[config.mk]
export PLATFORM = sky130hd
export DESIGN_NAME = dal_alarm_top
export DESIGN_NICKNAME = d
export VERILOG_FILES = /design/src/common/dal_pkg.sv /design/src/design/dal_persist.sv /design/src/design/dal_speed_check.sv /design/src/design/dal_alarm_top.sv
export VERILOG_INCLUDE_DIRS = /design/src /design/src/common
export SDC_FILE = /design/constraint.sdc
export NUM_CORES = 1
export LEC_CHECK = 0
export BUFFER_PORTS_ARGS = -buffer_cell sky130_fd_sc_hd__buf_2
export CAP_MARGIN = 0
export CORE_MARGIN = 3
export CORE_UTILIZATION = 59
export DETAILED_ROUTE_END_ITERATION = 8
export PLACE_DENSITY_LB_ADDON = 0.2
export SYNTH_ARGS = -nofsm -noshare
export SYNTH_HDL_FRONTEND = slang
export SYNTH_SLANG_ARGS = --single-unit
export TNS_END_PERCENT = 50
[constraint.sdc]
create_clock -name clock -period 13.24 [get_ports clock]
set_clock_uncertainty 0.1 [all_clocks]
set_input_delay 1.986 -clock clock [delete_from_list [all_inputs] [get_ports clock]]
set_output_delay 1.986 -clock clock [all_outputs]
set_load 0.03 [all_outputs]
[src/common/dal_map.svh]
// Constants for the drive alarm latch and speed trip block
`ifndef DAL_MAP_SVH
`define DAL_MAP_SVH
`define DAL_NUM_ALARMS 16
`define DAL_SPEED_ALARM 4'h0
`define DAL_USER_ALARM 4'hF
`define DAL_ALWAYS_EN_MASK 16'h83FF
`define DAL_OPT_SHIFT 10
`define DAL_TICK_NS 1000000
`define DAL_CLK_NS 4
`define DAL_BLOCK_MS 10
`define DAL_BLOCK_CYC ((`DAL_BLOCK_MS * 1000000) / `DAL_CLK_NS)
`define DAL_SPD_TRIP_MS 400
`define DAL_SPD_AVF_MS 200
`define DAL_SPD_TRIP_TICKS 16'h0190
`define DAL_SPD_AVF_TICKS 16'h00C8
`define DAL_FULL_SPEED 16'h7FFF
`define DAL_LOW_SPEED_PCT 10
`define DAL_CNT_ZERO 16'h0000
`define DAL_CNT_ONE 16'h0001
`endif

[src/common/dal_pkg.sv]
// Types for the drive alarm latch and speed trip block
`default_nettype none
package dal_pkg;
  typedef logic [15:0] dal_vec_type;
  typedef logic [15:0] dal_cnt_type;
  typedef logic [3:0] dal_idx_type;
  typedef enum logic [2:0] {
    DAL_IDLE = 3'b001,
    DAL_TRIPPED = 3'b010,
    DAL_BLOCKED = 3'b100
  } dal_state_type;
endpackage : dal_pkg
`default_nettype wire

[src/design/dal_persist.sv]
// Per-alarm persistence counters
`default_nettype none
`include "dal_map.svh"
module dal_persist (
  // Clock and reset
  input wire logic clock,
  input wire logic sys_rst,
  // Timing
  input wire logic tick,
  input wire dal_pkg::dal_vec_type cond,
  input wire logic [255:0] delay_ticks,
  // Result
  output dal_pkg::dal_vec_type expired
);
  import dal_pkg::*;
  genvar gi;
  generate
    for (gi = 0; gi < `DAL_NUM_ALARMS; gi++) begin : g_alm
      dal_cnt_type cnt_ff;
      dal_cnt_type dly;
      assign dly = delay_ticks[gi*16 +: 16];
      always_ff @(posedge clock or posedge sys_rst) begin
        if (sys_rst) begin
          cnt_ff <= `DAL_CNT_ZERO;
        end else if (!cond[gi]) begin
          cnt_ff <= `DAL_CNT_ZERO;
        end else if (tick && cnt_ff < dly) begin
          cnt_ff <= cnt_ff + `DAL_CNT_ONE;
        end
      end
      assign expired[gi] = cond[gi] && (cnt_ff >= dly);
    end
  endgenerate
endmodule : dal_persist
`default_nettype wire

[src/design/dal_speed_check.sv]
// Speed feedback versus armature voltage comparison
`default_nettype none
`include "dal_map.svh"
module dal_speed_check (
  // Measurements
  input wire logic [15:0] speed_fbk,
  input wire logic [15:0] arm_volt_fbk,
  input wire logic [15:0] speed_mismatch_tolerance,
  // Mode
  input wire logic field_weakening_en,
  input wire logic volt_clamped,
  // Result
  output logic mismatch
);
  logic [15:0] diff;
  logic [31:0] low_lim;
  assign diff = (speed_fbk > arm_volt_fbk) ? speed_fbk - arm_volt_fbk
                                           : arm_volt_fbk - speed_fbk;
  assign low_lim = (32'(`DAL_FULL_SPEED) * `DAL_LOW_SPEED_PCT) / 100;
  always_comb begin
    if (field_weakening_en && volt_clamped) begin
      mismatch = 32'(speed_fbk) < low_lim;
    end else begin
      mismatch = diff > speed_mismatch_tolerance;
    end
  end
endmodule : dal_speed_check
`default_nettype wire

[src/design/dal_alarm_top.sv]
// Drive alarm supervision with first-trip capture and speed mismatch fallback
`default_nettype none
`include "dal_map.svh"
module dal_alarm_top (
  // Clock and reset
  input wire logic clock,
  input wire logic sys_rst,
  // Timing base
  input wire logic tick,
  // Alarm conditions, slot 0 is speed mismatch, slot 15 is user alarm
  input wire dal_pkg::dal_vec_type alarm_cond,
  input wire logic user_alarm_in,
  input wire logic [5:0] optional_alarm_en,
  input wire logic [255:0] alarm_delay_ticks,
  // Commands
  input wire logic start_cmd,
  input wire logic jog_cmd,
  input wire logic left_key,
  input wire logic external_alarm_clear,
  // Speed feedback configuration
  input wire logic speed_mismatch_trip_en,
  input wire logic [15:0] speed_mismatch_tolerance,
  input wire logic [15:0] speed_fbk,
  input wire logic [15:0] arm_volt_fbk,
  input wire logic field_weakening_en,
  input wire logic volt_clamped,
  input wire logic arm_volt_selected,
  // Retained trip cause from non-volatile store
  input wire logic [3:0] stored_cause,
  // Outputs
  output dal_pkg::dal_vec_type active_alarm_monitor,
  output dal_pkg::dal_vec_type latched_alarm_monitor,
  output dal_pkg::dal_idx_type trip_cause,
  output logic trip_cause_valid,
  output logic trip_message_show,
  output logic shutdown,
  output logic main_contactor,
  output logic drive_start_flag,
  output logic armature_voltage_fallback,
  output logic speed_mismatch_warning
);
  import dal_pkg::*;

  localparam int BLOCK_CYC = `DAL_BLOCK_CYC;

  dal_vec_type cond;
  dal_vec_type expired;
  dal_vec_type enable_mask;
  dal_vec_type latch_set;
  logic mismatch_raw;
  logic spd_cond;
  logic [255:0] delays;
  dal_cnt_type spd_cnt_ff;
  dal_state_type state_ff;
  dal_state_type nxt_state;
  logic [31:0] block_cnt_ff;
  dal_vec_type active_ff;
  dal_vec_type latched_ff;
  dal_idx_type cause_ff;
  logic cause_valid_ff;
  logic show_ff;
  logic shutdown_ff;
  logic contactor_ff;
  logic start_flag_ff;
  logic avf_ff;
  logic warn_ff;
  logic run_req;
  logic run_req_d_ff;
  logic new_start;
  logic stopped_ff;
  logic load_ff;
  logic any_latched;
  logic first_idx_found;
  dal_idx_type first_idx;

  dal_speed_check u_speed (
    .speed_fbk(speed_fbk),
    .arm_volt_fbk(arm_volt_fbk),
    .speed_mismatch_tolerance(speed_mismatch_tolerance),
    .field_weakening_en(field_weakening_en),
    .volt_clamped(volt_clamped),
    .mismatch(mismatch_raw)
  );

  // Mismatch suppressed on armature feedback or while fallback is active
  assign spd_cond = mismatch_raw && !arm_volt_selected && !avf_ff;

  always_comb begin
    cond = alarm_cond;
    cond[`DAL_SPEED_ALARM] = spd_cond;
    cond[`DAL_USER_ALARM] = alarm_cond[`DAL_USER_ALARM] | user_alarm_in;
    delays = alarm_delay_ticks;
    delays[0 +: 16] = `DAL_SPD_TRIP_TICKS;
  end

  // Speed alarm slot 0 gated by its own enable; six others optional (10..14 and user alarm 15)
  always_comb begin
    enable_mask = `DAL_ALWAYS_EN_MASK;
    enable_mask[`DAL_OPT_SHIFT +: 5] = optional_alarm_en[4:0];
    enable_mask[`DAL_SPEED_ALARM] = speed_mismatch_trip_en;
    if (!optional_alarm_en[5]) begin
      enable_mask[`DAL_USER_ALARM] = 1'b0;
    end
  end

  dal_persist u_persist (
    .clock(clock),
    .sys_rst(sys_rst),
    .tick(tick),
    .cond(cond),
    .delay_ticks(delays),
    .expired(expired)
  );

  assign run_req = start_cmd | jog_cmd;
  assign new_start = start_cmd && !run_req_d_ff;
  assign any_latched = |latched_ff;
  assign latch_set = (state_ff == DAL_BLOCKED) ? 16'h0000
                                               : (expired & enable_mask);

  always_comb begin
    first_idx = 4'h0;
    first_idx_found = 1'b0;
    for (int i = 0; i < `DAL_NUM_ALARMS; i++) begin
      if (!first_idx_found && latch_set[i]) begin
        first_idx = 4'(i);
        first_idx_found = 1'b1;
      end
    end
  end

  // Trip state
  always_comb begin
    case (state_ff)
      DAL_IDLE: nxt_state = (|latch_set) ? DAL_TRIPPED : DAL_IDLE;
      DAL_TRIPPED: nxt_state = (block_cnt_ff >= 32'(BLOCK_CYC - 1)) ? DAL_BLOCKED : DAL_TRIPPED;
      DAL_BLOCKED: nxt_state = DAL_BLOCKED;
      default: nxt_state = DAL_IDLE;
    endcase
    if (external_alarm_clear || new_start) begin
      nxt_state = DAL_IDLE;
    end
  end

  always_ff @(posedge clock or posedge sys_rst) begin
    if (sys_rst) begin
      state_ff <= DAL_IDLE;
    end else begin
      state_ff <= nxt_state;
    end
  end

  always_ff @(posedge clock or posedge sys_rst) begin
    if (sys_rst) begin
      block_cnt_ff <= 32'h00000000;
    end else if (state_ff == DAL_TRIPPED) begin
      block_cnt_ff <= block_cnt_ff + 32'h00000001;
    end else begin
      block_cnt_ff <= 32'h00000000;
    end
  end

  // Set wins over clear so a coinciding expiry is not lost
  always_ff @(posedge clock or posedge sys_rst) begin
    if (sys_rst) begin
      latched_ff <= 16'h0000;
    end else if (external_alarm_clear || new_start) begin
      latched_ff <= latch_set;
    end else begin
      latched_ff <= latched_ff | latch_set;
    end
  end

  always_ff @(posedge clock or posedge sys_rst) begin
    if (sys_rst) begin
      active_ff <= 16'h0000;
    end else begin
      active_ff <= cond;
    end
  end

  // Retained cause loaded one cycle after reset release
  always_ff @(posedge clock or posedge sys_rst) begin
    if (sys_rst) begin
      load_ff <= 1'b1;
    end else begin
      load_ff <= 1'b0;
    end
  end

  always_ff @(posedge clock or posedge sys_rst) begin
    if (sys_rst) begin
      cause_ff <= 4'h0;
      cause_valid_ff <= 1'b0;
    end else if (load_ff) begin
      cause_ff <= stored_cause;
      cause_valid_ff <= 1'b1;
    end else if (state_ff == DAL_IDLE && |latch_set && !new_start) begin
      cause_ff <= first_idx;
      cause_valid_ff <= 1'b1;
    end
  end

  always_ff @(posedge clock or posedge sys_rst) begin
    if (sys_rst) begin
      show_ff <= 1'b0;
    end else if (state_ff == DAL_IDLE && |latch_set && !new_start) begin
      show_ff <= 1'b1;
    end else if (left_key || new_start) begin
      show_ff <= 1'b0;
    end
  end

  always_ff @(posedge clock or posedge sys_rst) begin
    if (sys_rst) begin
      shutdown_ff <= 1'b0;
      contactor_ff <= 1'b0;
      start_flag_ff <= 1'b0;
    end else begin
      shutdown_ff <= any_latched;
      contactor_ff <= run_req && !any_latched;
      start_flag_ff <= start_cmd && !any_latched;
    end
  end

  // Speed mismatch fallback and warning
  always_ff @(posedge clock or posedge sys_rst) begin
    if (sys_rst) begin
      spd_cnt_ff <= `DAL_CNT_ZERO;
    end else if (!spd_cond) begin
      spd_cnt_ff <= `DAL_CNT_ZERO;
    end else if (tick && spd_cnt_ff < `DAL_SPD_TRIP_TICKS) begin
      spd_cnt_ff <= spd_cnt_ff + `DAL_CNT_ONE;
    end
  end

  always_ff @(posedge clock or posedge sys_rst) begin
    if (sys_rst) begin
      run_req_d_ff <= 1'b0;
      stopped_ff <= 1'b0;
    end else begin
      run_req_d_ff <= run_req;
      if (!run_req) begin
        stopped_ff <= 1'b1;
      end else if (new_start) begin
        stopped_ff <= 1'b0;
      end
    end
  end

  // Fallback set wins over the restart restore
  always_ff @(posedge clock or posedge sys_rst) begin
    if (sys_rst) begin
      avf_ff <= 1'b0;
    end else if (!speed_mismatch_trip_en && spd_cond &&
                 spd_cnt_ff >= `DAL_SPD_AVF_TICKS) begin
      avf_ff <= 1'b1;
    end else if (new_start && stopped_ff) begin
      avf_ff <= 1'b0;
    end
  end

  always_ff @(posedge clock or posedge sys_rst) begin
    if (sys_rst) begin
      warn_ff <= 1'b0;
    end else if (spd_cnt_ff >= `DAL_SPD_TRIP_TICKS ||
                 (!speed_mismatch_trip_en && spd_cnt_ff >= `DAL_SPD_AVF_TICKS)) begin
      warn_ff <= 1'b1;
    end else if (!run_req) begin
      warn_ff <= 1'b0;
    end
  end

  assign active_alarm_monitor = active_ff;
  assign latched_alarm_monitor = latched_ff;
  assign trip_cause = cause_ff;
  assign trip_cause_valid = cause_valid_ff;
  assign trip_message_show = show_ff;
  assign shutdown = shutdown_ff;
  assign main_contactor = contactor_ff;
  assign drive_start_flag = start_flag_ff;
  assign armature_voltage_fallback = avf_ff;
  assign speed_mismatch_warning = warn_ff;

  // Assertions
  chk_disabled_no_latch: assert property (@(posedge clock) disable iff (sys_rst)
    (!optional_alarm_en[0] |-> !latch_set[10])) else $error("disabled alarm latched");
  chk_contactor_closes: assert property (@(posedge clock) disable iff (sys_rst)
    (run_req && !any_latched |=> main_contactor)) else $error("contactor open");
  chk_show_on_trip: assert property (@(posedge clock) disable iff (sys_rst)
    (state_ff == DAL_IDLE && |latch_set && !new_start |=> trip_message_show)) else $error("no message");
  chk_avf_restore: assert property (@(posedge clock) disable iff (sys_rst)
    (new_start && stopped_ff && !spd_cond |=> !armature_voltage_fallback)) else $error("no restore");
  chk_latch_shuts_down: assert property (@(posedge clock) disable iff (sys_rst)
    (any_latched |=> shutdown && !main_contactor)) else $error("no shutdown");
  chk_start_flag_low: assert property (@(posedge clock) disable iff (sys_rst)
    (any_latched |=> !drive_start_flag)) else $error("start flag high");
  chk_blocked_no_set: assert property (@(posedge clock) disable iff (sys_rst)
    (state_ff == DAL_BLOCKED |-> latch_set == 16'h0000)) else $error("latched when blocked");
  chk_clear_latches: assert property (@(posedge clock) disable iff (sys_rst)
    (external_alarm_clear |=> latched_alarm_monitor == $past(latch_set))) else $error("not cleared");
  chk_suppress_avsel: assert property (@(posedge clock) disable iff (sys_rst)
    (arm_volt_selected |-> !cond[0])) else $error("mismatch not suppressed");
  chk_first_cause: assert property (@(posedge clock) disable iff (sys_rst)
    (state_ff == DAL_IDLE && |latch_set && !new_start && !load_ff |=> trip_cause == $past(first_idx)))
    else $error("wrong trip cause");
  chk_warn_clear: assert property (@(posedge clock) disable iff (sys_rst)
    (!run_req && spd_cnt_ff < `DAL_SPD_AVF_TICKS |=> !speed_mismatch_warning))
    else $error("warning not cleared");
  chk_avf_no_trip: assert property (@(posedge clock) disable iff (sys_rst)
    (!speed_mismatch_trip_en |-> !latch_set[0])) else $error("speed trip when disabled");
  // Coverage of main scenarios
  cov_trip: cover property (@(posedge clock) disable iff (sys_rst) $rose(shutdown));
  cov_warn: cover property (@(posedge clock) disable iff (sys_rst) $rose(speed_mismatch_warning));
  cov_two_latched: cover property (@(posedge clock) disable iff (sys_rst) latched_ff[3] && latched_ff[5]);
  cov_blocked: cover property (@(posedge clock) disable iff (sys_rst) state_ff == DAL_BLOCKED);
  cov_avf: cover property (@(posedge clock) disable iff (sys_rst) $rose(armature_voltage_fallback));
endmodule : dal_alarm_top
`default_nettype wire

==> impl_metrics.env, run 1 <==
export IMPL_holdWs_ns=0.3626
export IMPL_syn_instance_count=2879
export IMPL_coreArea_mm2=0.04213
export IMPL_setup_ws_ns=5.271
export IMPL_cts_resized=0
export IMPL_worstPathArrival_ns=8.29
export IMPL_synth_edff_count=0
export IMPL_cts_tree="yes"
export IMPL_crit_path_max_fanout=26
export IMPL_die_x_um=212.9
export IMPL_synth_most_common_cell="inv_1"
export IMPL_finalInstanceArea_mm2=0.02893
export IMPL_rows=75
export IMPL_cp_required_ns=13.56
export IMPL_antenna_found_initial=5
export IMPL_cts_sinks=353
export IMPL_maxSlewViolCount=0
export IMPL_root_buffer="clkbuf_16"
export IMPL_synth_nets=3530
export IMPL_status="complete, no violations"
export IMPL_cp_start_kind="input port"
export IMPL_grt_max_degree=142
export IMPL_fmax_mhz=125.5
export IMPL_grt_first_pass_wirelength_um=104600
export IMPL_grt_overflow_total=0
export IMPL_yosysSeqAreaShare_pct=34.97
export IMPL_period_share_pct=60.19
export IMPL_postRouteAntennaNets=0
export IMPL_dieArea_mm2=0.04535
export IMPL_synth_cell_types=86
export IMPL_wl_per_cell_um=16.93
export IMPL_numCtsBuffers=40
export IMPL_ios=385
export IMPL_drv_cap=0
export IMPL_hold_path_class="reg2reg"
export IMPL_yosys_area_top_type="dfrtp_1"
export IMPL_postCtsSetupRepairBufs=0
export IMPL_avgSynthCellArea_um2=8.777
export IMPL_via_count=22130
export IMPL_place_ws_ns=4.761
export IMPL_drtIter0Drc=1337
export IMPL_cp_end_kind="register"
export IMPL_syn_area_mm2=0.02527
export IMPL_ctsHtreeMaxLevel=2
export IMPL_grtUsageTotal_pct=28.02
export IMPL_initial_core_util_pct=59.97
export IMPL_vias_per_cell=5.806
export IMPL_first_pass_iters=6
export IMPL_die_h_um=212.9
export IMPL_p_per_area_mw_per_mm2=89.69
export IMPL_ctsHoldBuffers=0
export IMPL_synth_common_cells="inv_1, dfrtp_1, ha_1"
export IMPL_placed_cells=3738
export IMPL_fin_crit_ns=7.969
export IMPL_place_congestion=0.9226
export IMPL_crit_type="in2reg"
export IMPL_final_layout_size_suffix_gt1_share_pct=14.25
export IMPL_post_route_util_pct=68.66
export IMPL_synth_top_area_share_pct=34.76
export IMPL_io_buffers=367
export IMPL_worst_pin_slew_ns=1.075
export IMPL_drc=0
export IMPL_hold_viol_final=0
export IMPL_drt_total_wl_um=64530
export IMPL_hpwl_um=49470
export IMPL_finalNonFillerCells=3811
export IMPL_rsz0062_at_grt="false"
export IMPL_p_leak_nw=15.12
export IMPL_netlist_top_cells_area="dfrtp_1, ha_1, inv_1"
export IMPL_synth_seq_cells=353
export IMPL_areaGrowthSynthToFinish_pct=14.49
export IMPL_power_mw=2.595
export IMPL_final_nets=3892
export IMPL_tns_ns=0
export IMPL_synth_ff_type="dfrtp_1"
export IMPL_slew_headroom_pct=28.30
export IMPL_clock_latency_ns=0.56
export IMPL_irDropWorstVdd_uv=103.7
export IMPL_setup_viol_count_final=0
export IMPL_placed_cell_area_mm2=0.02763
export IMPL_clk_pin_slew_ns=0.06
export IMPL_clk_path_buf_depth=3
export IMPL_grt_pass1_vias=21690
export IMPL_yosysWarnings=0
export IMPL_async_reset_ff_share_pct=100.0
## registers in the layout, indices dropped and copies added (netlist names), 3 cells and up
signal,count
active_alarm_monitor,16
block_cnt_ff,32
latched_alarm_monitor,16
spd_cnt_ff,16
state_ff,3
trip_cause,4
u_persist.g_alm.cnt_ff,256
## metal layers
| layer | vias up | GRT usage, % | routed length (µm) |
|---|---|---|---|
| met2 | 579 | 48.17 | 31690 |
| met1 | 10710 | 36.03 | 27190 |
| met5 | - | 0 | 43 |
| met4 | 8 | 8.580 | 1836 |
| met3 | 127 | 5.216 | 3768 |
| li1 | 10700 | - | - |
## cell type report
| class | count | area, µm² |
|---|---|---|
| diodes | 1 | 2.502 |
| clock buffers | 61 | 1150 |
| clock inverters | 11 | 150.1 |
| fillers | 3404 | 13210 |
| inverters | 359 | 1355 |
| multi-input cells | 2114 | 14880 |
| flip-flops and latches | 353 | 8836 |
| well taps | 539 | 674.4 |
| repair buffers | 373 | 1882 |
## final timing paths
path | endpoint | from | cells after the start | slack, ns
min reg2reg | trip_cause_valid$_DFFE_PP0P_ | trip_cause_valid$_DFFE_PP0P_ | 1 | 0.36
max in group asynchronous | u_persist.g_alm[9].cnt_ff[6]$_DFFE_PP0P_ | sys_rst | 4 | 9.20
max | trip_cause[0]$_DFFE_PP0P_ | speed_fbk[0] | 25 | 5.27
min | trip_cause_valid$_DFFE_PP0P_ | trip_cause_valid$_DFFE_PP0P_ | 1 | 0.36
min in group asynchronous | active_alarm_monitor[15]$_DFF_PP0_ | sys_rst | 2 | 1.45
max reg2reg | trip_cause[3]$_DFFE_PP0P_ | u_persist.g_alm[1].cnt_ff[0]$_DFFE_PP0P_ | 11 | 9.15
## power by group
group	leakage (nW)	switching (mW)	internal (mW)
Clock	0.630	0.458	0.659
Combinational	9.65	0.211	0.149
Sequential	4.84	0.0206	1.10
## worst max-delay path: stages
cell,delay (ns)
buf_2,0.11
inv_1,0.05
ha_1,0.16
inv_1,0.06
fa_1,0.39
a21oi_1,0.16
nor2_1,0.07
o31ai_1,0.34
a211oi_1,0.15
o21ai_2,0.84
mux2i_1,0.43
nor3_1,0.08
a211oi_1,0.24
xnor2_1,0.16
ha_1,0.27
and4_1,0.22
nand3_1,0.12
or4b_1,0.12
o21ai_1,0.12
or4_1,0.93
inv_2,0.34
nand2_1,0.14
a21boi_0,0.15
a211o_1,0.31
a221o_1,0.34
## layout by cell type (no fill, tap or decap), drive strengths merged, types with 6 or more instances in the layout
cell and n:
o21a 23, and3 57, o21ai 132, and4 17, nand4 99, ha 307
mux2 7, mux2i 26, inv 360, o311ai 12, nor2b 34, a21oi 135
or4 10, a31oi 13, dfrtp 351, o211ai 10, clkbuf 61, a221o 8
nand2 222, buf 373, or3 58, nand2b 31, xor2 84, o41ai 9
and2 145, nor2 178, a211oi 15, a21o 37, o31ai 6, a21boi 49
a2111oi 12, nor3 43, nand3 125, nor4 21, xnor2 127
## logic make-up after synthesis
kind of cell	count (synthesis)	synth area share (%)
and+or+nand+nor	1055	21.81
other	1	0.01484
muxes	33	1.386
xor gates and xnor gates	211	7.314
adders and majority gates	309	15.36
buffers and inverters	412	6.170
DFF	353	34.97
AOI/OAI and AO/OA	505	12.98
No activity file was read; power rests on OpenSTA's default activity.
==> inputs of run 2 (changes only) <==
--- a/config.mk
+++ b/config.mk
@@ -9,7 +9,7 @@
 export BUFFER_PORTS_ARGS = -buffer_cell sky130_fd_sc_hd__buf_2
 export CAP_MARGIN = 0
 export CORE_MARGIN = 3
-export CORE_UTILIZATION = 59
+export CORE_UTILIZATION = 53
 export DETAILED_ROUTE_END_ITERATION = 8
 export PLACE_DENSITY_LB_ADDON = 0.2
 export SYNTH_ARGS = -nofsm -noshare
==> constraint.sdc (replaced) <==
create_clock -name clock -period 6.91 [get_ports clock]
set_clock_uncertainty 0.1 [all_clocks]
set_input_delay 1.0365 -clock clock [delete_from_list [all_inputs] [get_ports clock]]
set_output_delay 1.0365 -clock clock [all_outputs]
set_load 0.03 [all_outputs]
==> run 2 against run 1 <==
Compared with the run above: first-iteration DRC count shrank 17%; total power grew 96%; core utilization fell by 6.4 points; global-route usage shrank 2.9 points; die area rose by 11%; critical endpoint is now trip_cause[3]$_DFFE_PP0P_; largest cell class unchanged; highest routed layer unchanged.
==> impl_metrics.env, run 2 (same netlist as run 1, synthesis figures left out) <==
export IMPL_vias_per_cell=5.598
export IMPL_reg2reg_setup_slack_ns=3.07
export IMPL_clock_latency_ns=0.56
export IMPL_startpoint="speed_fbk[0]"
export IMPL_min_delay_start="trip_cause_valid$_DFFE_PP0P_"
export IMPL_r2r_cells=10
export IMPL_clk_pin_slew_ns=0.05
export IMPL_use_met3_pct=4.451
export IMPL_drtIter0Drc=1105
export IMPL_busiest_layer="met2"
export IMPL_regMostFlops="u_persist.g_alm.cnt_ff"
export IMPL_hpwl_um=49280
export IMPL_hold_path_class="reg2reg"
export IMPL_die_h_um=224.3
export IMPL_worstPathArrival_ns=6.44
export IMPL_crit_type="in2reg"
export IMPL_ctsHoldBuffers=0
export IMPL_initial_core_util_pct=53.93
export IMPL_grt_overflow_total=0
export IMPL_clk_path_buf_depth=3
export IMPL_mostFrequentLayoutCells="buf_2, inv_1, dfrtp_1"
export IMPL_slew_headroom_pct=30.18
export IMPL_cp_start_kind="input port"
export IMPL_layout_commonest_cell="buf_2"
export IMPL_dieArea_mm2=0.05033
export IMPL_place_congestion=0.9136
export IMPL_grtUsageTotal_pct=25.14
export IMPL_grt_first_pass_wirelength_um=105100
export IMPL_final_nets=3898
export IMPL_grt_max_degree=176
export IMPL_slowest_delay_ns=0.48
export IMPL_drt_total_wl_um=64150
export IMPL_drv_cap=0
export IMPL_hold_depth=1
export IMPL_regArea_mm2=0.008836
export IMPL_top_regs="u_persist.g_alm.cnt_ff (256), block_cnt_ff (32)"
export IMPL_largest_register_ffs=256
export IMPL_rows=79
export IMPL_die_x_um=224.3
export IMPL_cp_required_ns=7.24
export IMPL_tns_ns=0
export IMPL_worstPathCellList="buf_2 -> inv_1 -> ha_1 -> inv_1 -> fa_1 -> a21oi_1 -> nor2_1 -> o31ai_1 -> a211oi_1 -> o21ai_2 -> mux2i_1 -> nor3_1 -> a211oi_1 -> xnor2_1 -> ha_1 -> and4_1 -> nand3_1 -> or4b_1 -> o21ai_1 -> o31a_1 -> nand3_2 -> nor4_2 -> o21a_2 -> mux2_4"
export IMPL_numCtsBuffers=43
export IMPL_final_layout_size_suffix_gt1_share_pct=14.49
export IMPL_p_per_area_mw_per_mm2=174.8
export IMPL_via_count=21720
export IMPL_coreArea_mm2=0.04685
export IMPL_io_buffers=367
export IMPL_rr_startpoint="u_persist.g_alm[9].cnt_ff[7]$_DFFE_PP0P_"
export IMPL_setup_ws_ns=0.7997
export IMPL_cp_slowest_cell="or4b_1"
export IMPL_setup_viol_count_final=0
export IMPL_cp_top_family="compound AO/OA/AOI/OAI gates"
export IMPL_critPathBufInv=3
export IMPL_fmax_mhz=163.7
export IMPL_fillCellCount=4029
export IMPL_min_to="trip_cause_valid$_DFFE_PP0P_"
export IMPL_placed_cells=3809
export IMPL_met1_usage_pct=32.37
export IMPL_ios=385
export IMPL_antenna_found_initial=4
export IMPL_maxSlewViolCount=0
export IMPL_place_ws_ns=0.2845
export IMPL_power_mw=5.096
export IMPL_p_leak_nw=15.20
export IMPL_status="complete, no violations"
export IMPL_post_route_util_pct=62.24
export IMPL_fin_crit_ns=6.110
export IMPL_grt_util_met2_pct=43.07
export IMPL_worst_pin_slew_ns=1.047
export IMPL_finalNonFillerCells=3880
export IMPL_multi_input_area_mm2=0.01488
export IMPL_first_pass_iters=5
export IMPL_hold_viol_final=0
export IMPL_cp_end_kind="register"
export IMPL_root_buffer="clkbuf_16"
export IMPL_wl_per_cell_um=16.53
export IMPL_postCtsSetupRepairBufs=0
export IMPL_grt_pass1_vias=21770
export IMPL_ctsHtreeMaxLevel=2
export IMPL_r2r_end="trip_cause[3]$_DFFE_PP0P_"
export IMPL_period_share_pct=88.43
export IMPL_cts_tree="yes"
export IMPL_postRouteAntennaNets=0
export IMPL_cts_sinks=353
export IMPL_drc=0
export IMPL_crit_path_max_fanout=7
export IMPL_areaGrowthSynthToFinish_pct=15.40
export IMPL_irDropWorstVdd_uv=148.1
export IMPL_rsz0062_at_grt="false"
export IMPL_cts_resized=0
==> run 2: how the worst max path moves through the flow <==
stage	to	cells after the start
after CTS	trip_cause[3]$_DFFE_PP0P_	24
after floorplan	active_alarm_monitor[0]$_DFF_PP0_	1
after detailed placement	trip_cause[3]$_DFFE_PP0P_	24
after global placement	trip_cause[3]$_DFFE_PP0P_	24
final	trip_cause[3]$_DFFE_PP0P_	24
after global routing	trip_cause[3]$_DFFE_PP0P_	24
==> run 2: routing by layer <==
layer,wire (µm),share of wire [%],vias up
met5,34,0.053,-
met4,1814,2.8,6
met3,3807,5.9,102
met2,31000,48,533
met1,27500,43,10350
li1,-,-,10730
==> run 2: power breakdown <==
group          internal (mW)  leakage [nW]  switching [mW]
Clock                   1.38         0.694           0.878
Combinational          0.289          9.67           0.405
Sequential              2.10          4.84          0.0406
Total                   3.77          15.2            1.32
==> run 2: layout make-up <==
cell class	instances	area share [%]
inverters	359	4.634
diodes	1	0.008582
flip-flops and latches	353	30.30
repair buffers	376	6.617
clock inverters	6	0.2875
clock buffers	64	4.518
multi-input cells	2114	51.03
well taps	607	2.605
==> run 2: stage by stage <==
| step | hold slack, ns | area, µm² |
|---|---|---|
| 6_report | 0.3827 | 29160 |
| 5_1_grt | 0.4056 | 29160 |
| 4_1_cts | 0.3781 | 29160 |
| 3_5_place_dp | 0.3705 | 27760 |
| 3_3_place_gp | 0.3530 | 27760 |
| 2_1_floorplan | 0.3541 | 25270 |
